**src/inc/spimsp_pkg.sv**
```systemverilog
package spimsp_pkg;

	// register byte addresses on the APB
	localparam logic [7:0] CTRL_OFFSET   = 8'h00;
	localparam logic [7:0] STATUS_OFFSET = 8'h04;
	localparam logic [7:0] DATA_OFFSET   = 8'h08;

	// control register fields
	localparam int CTRL_IRQ_EN_BIT     = 7;
	localparam int CTRL_PORT_EN_BIT    = 6;
	localparam int CTRL_BIT_ORDER_BIT  = 5;
	localparam int CTRL_MASTER_BIT     = 4;
	localparam int CTRL_POLARITY_BIT   = 3;
	localparam int CTRL_PHASE_BIT      = 2;
	localparam int CTRL_RATE_HI_BIT    = 1;
	localparam int CTRL_RATE_LO_BIT    = 0;

	// status register fields
	localparam int STAT_COMPLETE_BIT   = 7;
	localparam int STAT_COLLISION_BIT  = 6;
	localparam int STAT_DOUBLE_BIT     = 0;

	// values after reset
	localparam logic [7:0] CTRL_RESET    = 8'h00;
	localparam logic [7:0] DOUBLE_RESET  = 8'h00;
	localparam logic [7:0] DATA_RESET    = 8'h00;

	// half periods of the serial clock in system clock cycles
	localparam logic [6:0] HALF_DIV4     = 7'h02;
	localparam logic [6:0] HALF_DIV16    = 7'h08;
	localparam logic [6:0] HALF_DIV64    = 7'h20;
	localparam logic [6:0] HALF_DIV128   = 7'h40;
	localparam logic [6:0] HALF_DIV2     = 7'h01;
	localparam logic [6:0] HALF_DIV8     = 7'h04;
	localparam logic [6:0] HALF_DIV32    = 7'h10;

	// sixteen clock edges make one byte
	localparam logic [3:0] EDGE_LAST     = 4'hF;

	typedef enum logic [1:0] {
		SPIMSP_IDLE   = 2'b00,
		SPIMSP_MASTER = 2'b01,
		SPIMSP_SLAVE  = 2'b10
	} spimsp_state_type;

endpackage

```
**src/design/spimsp_clkgen.sv**
```systemverilog
`timescale 1ns/100ps
module spimsp_clkgen (
	// clock and reset
	input  wire logic       sys_clk_in,
	input  wire logic       rstn_in,
	// rate selection
	input  wire logic       run_in,
	input  wire logic       double_speed_in,
	input  wire logic [1:0] rate_in,
	// one pulse per half period of the serial clock
	output logic            tick_out
);

	logic [6:0] count;
	wire  [6:0] half_len;
	wire  [6:0] count_inc;
	wire        wrap;

	function automatic logic [6:0] half_count(input logic dbl, input logic [1:0] rate);
		unique case ({dbl, rate})
			3'b000: half_count = spimsp_pkg::HALF_DIV4;
			3'b001: half_count = spimsp_pkg::HALF_DIV16;
			3'b010: half_count = spimsp_pkg::HALF_DIV64;
			3'b011: half_count = spimsp_pkg::HALF_DIV128;
			3'b100: half_count = spimsp_pkg::HALF_DIV2;
			3'b101: half_count = spimsp_pkg::HALF_DIV8;
			3'b110: half_count = spimsp_pkg::HALF_DIV32;
			3'b111: half_count = spimsp_pkg::HALF_DIV64;
		endcase
	endfunction

	assign half_len  = half_count(double_speed_in, rate_in);
	assign count_inc = count + 7'h01;
	assign wrap      = run_in && (count_inc == half_len);

	// held at zero while stopped so every byte starts with a full half period
	always_ff @(posedge sys_clk_in or negedge rstn_in) begin
		if (!rstn_in) begin
			count    <= 7'h00;
			tick_out <= 1'b0;
		end else begin
			count    <= (!run_in || wrap) ? 7'h00 : count_inc;
			tick_out <= wrap;
		end
	end

endmodule

```
**src/design/spimsp_top.sv**
```systemverilog
`timescale 1ns/100ps
// What this block does
// - drive data on one serial clock edge, capture on the opposite edge
// - four modes, polarity times two plus phase; modes 0,2 sample leading
// - interrupt when complete flag, irq enable and global enable all set
// - port enable cleared means no transfer activity at all
// - bit order one shifts lsb first, zero msb first, both directions
// - master select one means master, zero means slave
// - master with slave select input low: drop master bit, set complete flag
// - polarity one idles clock high; leading edge falling, else rising
// - phase zero samples leading edge, phase one samples trailing edge
// - rate bits with double speed pick divisor 4/16/64/128 or 2/8/32/64
// - slave ignores rate bits and follows the external serial clock
// - complete flag set at end of byte and on master select fault
// - complete flag clears on vector acknowledge or status read then data access
// - collision flag set by data write during a transfer
// - status read with collision set then data access clears both flags
// - status bits five to one read as zero
// - double speed bit halves the master divisor, shortest period two cycles
// - data write starts transmission in master mode, data read returns receive buffer
// - master clock runs exactly one byte then stops and flags completion
// - transmit single buffered, receive double buffered, unread byte overwritten
// - slave deselect resets shift logic, drops partial data, releases output
module spimsp_top (
	// clock and reset
	input  wire logic        sys_clk_in,
	input  wire logic        rstn_in,
	// apb slave
	input  wire logic        psel_in,
	input  wire logic        penable_in,
	input  wire logic        pwrite_in,
	input  wire logic [7:0]  paddr_in,
	input  wire logic [31:0] pwdata_in,
	output logic      [31:0] prdata_out,
	output logic             pready_out,
	output logic             pslverr_out,
	// processor interrupt side
	input  wire logic        global_irq_en_in,
	input  wire logic        irq_ack_in,
	output logic             irq_out,
	// serial clock pin
	input  wire logic        sck_in,
	output logic             sck_out,
	output logic             sck_oe_out,
	// master-out data pin
	input  wire logic        mosi_in,
	output logic             mosi_out,
	output logic             mosi_oe_out,
	// master-in data pin
	input  wire logic        miso_in,
	output logic             miso_out,
	output logic             miso_oe_out,
	// slave select pin and its direction
	input  wire logic        ss_n_in,
	input  wire logic        ss_is_input_in
);

	spimsp_pkg::spimsp_state_type state;
	spimsp_pkg::spimsp_state_type next_state;

	logic [7:0] ctrl;
	logic       double_speed;
	logic       complete_flag;
	logic       collision_flag;
	logic       complete_arm;
	logic       collision_arm;
	logic [7:0] tx_hold;
	logic [7:0] tx_shift;
	logic [7:0] rx_shift;
	logic [7:0] rx_buf;
	logic       out_bit;
	logic [3:0] edge_cnt;
	logic       sck_prev;
	logic       tick;

	function automatic logic first_bit(input logic [7:0] d, input logic lsb);
		first_bit = lsb ? d[0] : d[7];
	endfunction

	function automatic logic [7:0] shift_out(input logic [7:0] d, input logic lsb);
		shift_out = lsb ? {1'b0, d[7:1]} : {d[6:0], 1'b0};
	endfunction

	function automatic logic [7:0] shift_in(input logic [7:0] d, input logic b, input logic lsb);
		shift_in = lsb ? {b, d[7:1]} : {d[6:0], b};
	endfunction

	// bus decode
	wire access     = psel_in && penable_in && pready_out;
	wire bus_wr     = access && pwrite_in;
	wire bus_rd     = access && !pwrite_in;
	wire hit_ctrl   = (paddr_in == spimsp_pkg::CTRL_OFFSET);
	wire hit_stat   = (paddr_in == spimsp_pkg::STATUS_OFFSET);
	wire hit_data   = (paddr_in == spimsp_pkg::DATA_OFFSET);
	wire mapped     = hit_ctrl || hit_stat || hit_data;
	wire ctrl_wr    = bus_wr && hit_ctrl;
	wire stat_wr    = bus_wr && hit_stat;
	wire stat_rd    = bus_rd && hit_stat;
	wire data_wr    = bus_wr && hit_data;
	wire data_acc   = access && hit_data;
	wire ready_next = psel_in && penable_in && !pready_out;

	// control fields
	wire port_en    = ctrl[spimsp_pkg::CTRL_PORT_EN_BIT];
	wire master     = ctrl[spimsp_pkg::CTRL_MASTER_BIT];
	wire lsb_first  = ctrl[spimsp_pkg::CTRL_BIT_ORDER_BIT];
	wire polarity   = ctrl[spimsp_pkg::CTRL_POLARITY_BIT];
	wire phase      = ctrl[spimsp_pkg::CTRL_PHASE_BIT];
	wire [1:0] rate = {ctrl[spimsp_pkg::CTRL_RATE_HI_BIT], ctrl[spimsp_pkg::CTRL_RATE_LO_BIT]};

	// selection and faults
	wire master_run = (state == spimsp_pkg::SPIMSP_MASTER);
	wire mode_fault = port_en && master && ss_is_input_in && !ss_n_in;
	wire slave_sel  = port_en && !master && !ss_n_in;

	// serial clock edges; a slave watches only the pin, never the divider
	wire m_edge     = master_run && tick;
	wire s_edge     = slave_sel && (sck_in != sck_prev);
	wire edge_now   = m_edge || s_edge;
	wire leading    = master ? (sck_out == polarity) : (sck_prev == polarity);
	wire sample_now = edge_now && (leading ^ phase);
	wire setup_now  = edge_now && !(leading ^ phase);
	wire last_edge  = edge_now && (edge_cnt == spimsp_pkg::EDGE_LAST);
	wire in_bit     = master ? miso_in : mosi_in;

	// the first slave edge already counts as busy, so a write there collides
	wire busy       = (state != spimsp_pkg::SPIMSP_IDLE) || s_edge;
	wire load_wr    = data_wr && !busy;
	wire collide    = data_wr && busy;
	wire start      = load_wr && port_en && master && !mode_fault;
	wire quiet      = !busy;

	wire [7:0] rx_next   = shift_in(rx_shift, in_bit, lsb_first);
	wire [7:0] rx_final  = sample_now ? rx_next : rx_shift;
	wire [7:0] load_src  = load_wr ? pwdata_in[7:0] : tx_hold;
	// with phase zero the first bit is on the wire before the first edge
	wire [7:0] tx_pre    = phase ? load_src : shift_out(load_src, lsb_first);
	wire       out_pre   = first_bit(load_src, lsb_first);

	wire cnt_clear  = !port_en || mode_fault || (!master && ss_n_in) ||
	                  (master && !master_run);
	wire [3:0] next_edge_cnt = cnt_clear ? 4'h0 : (edge_now ? edge_cnt + 4'h1 : edge_cnt);

	// flags: a set in the same cycle as a clear wins
	wire complete_set   = last_edge || mode_fault;
	wire complete_clr   = irq_ack_in || (data_acc && (complete_arm || collision_arm));
	wire collision_clr  = data_acc && collision_arm;
	wire next_complete  = complete_set || (complete_flag && !complete_clr);
	wire next_collision = collide || (collision_flag && !collision_clr);
	wire next_c_arm     = (stat_rd && complete_flag) || (complete_arm && !data_acc);
	wire next_w_arm     = (stat_rd && collision_flag) || (collision_arm && !data_acc);

	// the fault clears master select even against a software write in the same cycle
	wire [7:0] ctrl_wval = ctrl_wr ? pwdata_in[7:0] : ctrl;
	wire [7:0] next_ctrl = mode_fault ?
	                       (ctrl_wval & ~(8'h01 << spimsp_pkg::CTRL_MASTER_BIT)) :
	                       ctrl_wval;

	wire [7:0] status_val = {complete_flag, collision_flag, 5'h00, double_speed};
	wire [7:0] read_mux   = hit_ctrl ? ctrl :
	                        hit_stat ? status_val :
	                        hit_data ? rx_buf : 8'h00;

	wire next_sck   = master_run ? (tick ? !sck_out : sck_out) : polarity;
	wire next_irq   = complete_flag && ctrl[spimsp_pkg::CTRL_IRQ_EN_BIT] &&
	                  global_irq_en_in;

	always_comb begin
		next_state = state;
		unique case (state)
			spimsp_pkg::SPIMSP_IDLE: begin
				if (start)
					next_state = spimsp_pkg::SPIMSP_MASTER;
				else if (s_edge)
					next_state = spimsp_pkg::SPIMSP_SLAVE;
			end
			spimsp_pkg::SPIMSP_MASTER: begin
				if (!port_en || !master || mode_fault || last_edge)
					next_state = spimsp_pkg::SPIMSP_IDLE;
			end
			spimsp_pkg::SPIMSP_SLAVE: begin
				if (!slave_sel || last_edge)
					next_state = spimsp_pkg::SPIMSP_IDLE;
			end
			default: next_state = spimsp_pkg::SPIMSP_IDLE;
		endcase
	end

	spimsp_clkgen u_clkgen (
		.sys_clk_in      (sys_clk_in),
		.rstn_in         (rstn_in),
		.run_in          (master_run),
		.double_speed_in (double_speed),
		.rate_in         (rate),
		.tick_out        (tick)
	);

	always_ff @(posedge sys_clk_in or negedge rstn_in) begin
		if (!rstn_in) begin
			state <= spimsp_pkg::SPIMSP_IDLE;
			edge_cnt <= 4'h0;
			sck_prev <= 1'b0;
		end else begin
			state <= next_state;
			edge_cnt <= next_edge_cnt;
			sck_prev <= sck_in;
		end
	end

	always_ff @(posedge sys_clk_in or negedge rstn_in) begin
		if (!rstn_in) begin
			ctrl <= spimsp_pkg::CTRL_RESET;
			double_speed <= spimsp_pkg::DOUBLE_RESET[0];
		end else begin
			ctrl <= next_ctrl;
			if (stat_wr)
				double_speed <= pwdata_in[spimsp_pkg::STAT_DOUBLE_BIT];
		end
	end

	always_ff @(posedge sys_clk_in or negedge rstn_in) begin
		if (!rstn_in) begin
			complete_flag <= 1'b0;
			collision_flag <= 1'b0;
			complete_arm <= 1'b0;
			collision_arm <= 1'b0;
		end else begin
			complete_flag <= next_complete;
			collision_flag <= next_collision;
			complete_arm <= next_c_arm;
			collision_arm <= next_w_arm;
		end
	end

	// transmit side has one holding byte only; a write during a byte is refused
	always_ff @(posedge sys_clk_in or negedge rstn_in) begin
		if (!rstn_in) begin
			tx_hold <= spimsp_pkg::DATA_RESET;
		end else if (load_wr) begin
			tx_hold <= pwdata_in[7:0];
		end
	end

	always_ff @(posedge sys_clk_in or negedge rstn_in) begin
		if (!rstn_in) begin
			tx_shift <= spimsp_pkg::DATA_RESET;
			out_bit <= 1'b0;
		end else if (quiet) begin
			tx_shift <= tx_pre;
			out_bit <= out_pre;
		end else if (setup_now) begin
			tx_shift <= shift_out(tx_shift, lsb_first);
			out_bit <= first_bit(tx_shift, lsb_first);
		end
	end

	always_ff @(posedge sys_clk_in or negedge rstn_in) begin
		if (!rstn_in) begin
			rx_shift <= 8'h00;
			rx_buf <= spimsp_pkg::DATA_RESET;
		end else begin
			if (cnt_clear && !start)
				rx_shift <= 8'h00;
			else if (sample_now)
				rx_shift <= rx_next;
			if (last_edge)
				rx_buf <= rx_final;
		end
	end

	always_ff @(posedge sys_clk_in or negedge rstn_in) begin
		if (!rstn_in) begin
			pready_out <= 1'b0;
			prdata_out <= 32'h0000_0000;
			pslverr_out <= 1'b0;
		end else begin
			pready_out <= ready_next;
			pslverr_out <= ready_next && !mapped;
			if (ready_next)
				prdata_out <= {24'h00_0000, pwrite_in ? 8'h00 : read_mux};
		end
	end

	always_ff @(posedge sys_clk_in or negedge rstn_in) begin
		if (!rstn_in) begin
			sck_out <= 1'b0;
			sck_oe_out <= 1'b0;
			mosi_oe_out <= 1'b0;
			miso_oe_out <= 1'b0;
			irq_out <= 1'b0;
		end else begin
			sck_out <= next_sck;
			sck_oe_out <= port_en && master;
			mosi_oe_out <= port_en && master;
			miso_oe_out <= slave_sel;
			irq_out <= next_irq;
		end
	end

	// both data pins carry the same shift output; the enables pick the driving one
	assign mosi_out = out_bit;
	assign miso_out = out_bit;

endmodule

```
**config.mk**
```make
export PLATFORM = sky130hd
export DESIGN_NAME = spimsp_top
export DESIGN_NICKNAME = d
export VERILOG_FILES = /design/src/inc/spimsp_pkg.sv /design/src/design/spimsp_clkgen.sv /design/src/design/spimsp_top.sv
export SDC_FILE = /design/constraint.sdc
export NUM_CORES = 1
export LEC_CHECK = 0
export BUFFER_PORTS_ARGS = -buffer_cell sky130_fd_sc_hd__buf_2
export CAP_MARGIN = 10
export CORE_MARGIN = 2
export CORE_UTILIZATION = 45
export CTS_CLUSTER_SIZE = 40
export DETAILED_ROUTE_END_ITERATION = 6
export GPL_TIMING_DRIVEN = 0
export PLACE_DENSITY_LB_ADDON = 0.3
export SYNTH_ARGS = -nofsm -noshare
export SYNTH_HDL_FRONTEND = slang
export SYNTH_HIERARCHICAL = 1
export SYNTH_SLANG_ARGS = --single-unit
```
**constraint.sdc**
```tcl
create_clock -name sys_clk_in -period 2 [get_ports sys_clk_in]
set_input_delay 0.3 -clock sys_clk_in [delete_from_list [all_inputs] [get_ports sys_clk_in]]
set_output_delay 0.3 -clock sys_clk_in [all_outputs]
set_load 0.01 [all_outputs]
```
==> impl_results.md <==
- Critical Path Fanout Max: 8
- Syn. warnings: 6
- Routed wire length: 10.8 mm
- Drt drc: 0
- Initial antenna violation count: 0
- Synth top area cells: dfrtp_1 44%, mux2_2 7.2%, buf_4 4.8%
- Syn Std Cell Area: 0.00424 mm^2
- Reg power frac: 0.484
- Simple-gate share of the synthesized area: 0.181
- Fin. Hold Viols: 0
- Vias in the first global route: 3358
- Die H: 101 um
- Share of cells above drive strength 1: 0.340
- Crit. End Element: register
- Starting Density: 0.461
- Slew Limit Fails: 0
- Pleak: 2.57 nW
- Clock power frac: 0.450
- I/O pin cnt: 93
- Vias post-DR: 3573
- First-pass GRT wire length: 16.7 mm
- Count of cell types in the netlist: 62
- P_int: 0.00243 W
- Row cnt: 35
- Adder-cell area share of the yosys netlist: 0.00590
- WL per Instance: 16.9 um
- Minimum clock period: 2060 ps
- Initial drt markers: 179
- Max-cap viol count: 0
- Failing checks: negative setup slack
- Total track usage: 0.210
- Share of flip-flops with an asynchronous set or reset: 1.00
- Die Area: 0.0102 mm^2
- Synthesized netlist cell count: 429
- Main synth FF type: dfrtp_1
- Max Fclk: 0.484 GHz
- H-tree levels: 3
- CTS Buffer Depth: 2
- Crit Path Class: reg2reg
- Worst hold slack: 118 ps
- Relative slew slack: 0.604
- Routability-driven placement congestion ratio: 0.901
- Slew @ Worst Pin: 594 ps
- Pre-Repair DR Iteration Count: 5
- Skew final: 9.75 ps
- Tcrit/Tclk final: 1.03
- Clk slew on worst S/H paths: 80 ps
- Crit path launch type: register
- Post-DP HPWL: 7.54 mm
- Clk_lat worst skew: 360 ps
- Area grow syn2layout: 23.5%
- Req. time, crit path: 2290 ps
- Cell Pwr Density: 602 mW/mm^2
- WP data arrival: 2360 ps
- Gr ovfl total: 0
- Register area share after synthesis: 0.442
- Worst setup margin: -64.5 ps
- Post-route antenna net violation count: 0
- Setup TNS: -181 ps
- Layout net count: 576
- Maximum vdd drop: 0.300 mV
- Port-buffer cells: 43
- Status: finished with violations
- Clock sink total: 75
- Worst Hold Class: in2reg
- Ant diodes: 0
- TritonCTS Buffers: 9
- RSZ-0062 raised after global routing: yes
- Net load switching power: 0.000722 W
- Syn_area_per_cell: 9.89 um^2
- CTS tree: built
- Post-DR vias/cell: 5.60
- Final Core Density: 0.570
- Largest family of logic cells by synthesized area: simple AND/OR/NAND/NOR gates
- EDFF count, synth: 0
- Area leader, netlist: dfrtp_1
- Top-area cell type share of the netlist area: 0.442
- Largest net degree at the start of global routing: 68
- CTS root buf: clkbuf_8
- Sw Share: 0.229
- Mux contribution to synthesized area: 0.112
- Xor-xnor portion of the synthesized cell area: 0.0366
- Final setup fails: 9
- Synth Area in Compound Gates: 0.144
- Combinational Power Share: 0.066
- Placeable Area: 0.00920 mm^2
- Die width: 101 um
- Synthesized flop and latch total: 75
- R2R setup slack: -60 ps
[flip-flops by register name, indices dropped and copies added, names as in the netlist, 2 cells and up]
register / count
state: 2
u_clkgen/count: 7
rx_buf: 8
tx_shift: 8
prdata_out: 8
tx_hold: 8
rx_shift: 8
edge_cnt: 4
ctrl: 8
[synth_stat cells (all sizes together) (2+ instances only)]
cell type and n:
a21oi 17, clkbuf 9, nand3 11, buf 32, mux2i 15, a22oi 6, a22o 4, or3 2
and3 2, a211oi 7, nor2b 7, or2 2, inv 11, xor2 5, o22ai 8, a311oi 3
nand2 57, nor2 37, nor3 6, and4 3, mux2 27, a31oi 8, nor4b 2, nand3b 2
nand4 3, o21ai 28, nor3b 2, or4b 2, o221ai 3, and2 2, xnor2 10, dfrtp 75
ha 2
[power by group through the flow]
stage | combinational (W) | clock [W] | sequential [W]
2_1_floorplan | 0.000101 | 0 | 0.00156
3_3_place_gp | 0.000186 | 0 | 0.00156
3_5_place_dp | 0.000198 | 0 | 0.00156
4_1_cts | 0.000202 | 0.00144 | 0.00153
5_1_grt | 0.000230 | 0.00151 | 0.00153
6_report | 0.000208 | 0.00142 | 0.00153
[layout by cell type, fill, tap and decap left out, types with 4 or more instances in the layout]
cell type,count
buf_2,43
mux2_2,27
nor3_1,6
nor2b_1,7
a21oi_1,17
clkbuf_1,5
mux2i_1,12
conb_1,24
o22ai_1,8
a22oi_1,5
dfrtp_1,73
o21ai_0,22
a211oi_1,4
buf_4,44
nand2_1,54
a31oi_1,7
nand3_1,10
xnor2_1,9
nor2_1,35
clkbuf_8,9
inv_1,11
[layout make-up]
type	count	area [um^2]
Fill cell	810	3960
Multi-Input combinational cell	324	2280
Sequential cell	75	1880
Timing Repair Buffer	61	375
Buffer	39	278
Tap cell	111	139
Clock buffer	9	124
Clock inverter	7	116
Inverter	12	50.0
[layer usage]
metal,up-vias,part of all wire,global-route usage
met5,-,0,0
met3,18,0.070,0.0354
met4,0,0.017,0.0759
met2,146,0.48,0.343
met1,1746,0.43,0.281
li1,1663,-,-
[worst max-delay path, stage by stage (launching register included)]
cell	delay, ps
dfrtp_1	430
ha_4	300
or4b_1	420
o21ai_1	130
a22o_1	180
and4_1	190
buf_6	140
and4_1	200
[logic make-up after synthesis]
kind of cell    after synthesis
compound gates               93
xor+xnor                     16
fa+ha+maj                     2
buf+inv                      53
flops                        75
mux                          43
other cells                   1
simple gates                146
[final timing paths]
| kind | endpoint | startpoint | cells past startpoint |
|---|---|---|---|
| max | u_clkgen/tick_out | u_clkgen/count[1] | 7 |
| min | sck_prev | sck_in | 1 |
| max reg2reg | u_clkgen/tick_out | u_clkgen/count[1] | 7 |
| min reg2reg | prdata_out[0] | prdata_out[0] | 2 |
| max in group asynchronous | ctrl[6] | rstn_in | 3 |
| min in group asynchronous | miso_oe_out | rstn_in | 2 |
[repair_timing]
item                                    CTS  global route
cloned                                    0             0
pin swaps                                 3            11
hold buffers                              1             0
setup buffers                             7             9
endpoints found under the setup margin   29            35
resized for setup                        12            27
endpoints found under the hold margin     8             0
[metrics by stage]
stage / area [um^2] / cells / setup slack [ps] / power, W
after floorplan: 4330 / 452 / 12.1 / 0.00166
after global placement: 4690 / 606 / -201 / 0.00174
after detailed placement: 4720 / 607 / -243 / 0.00175
after CTS: 5060 / 630 / -25.9 / 0.00317
after global routing: 5240 / 638 / -132 / 0.00327
final: 5240 / 638 / -64.5 / 0.00315
(Power assumes the default switching activity.)
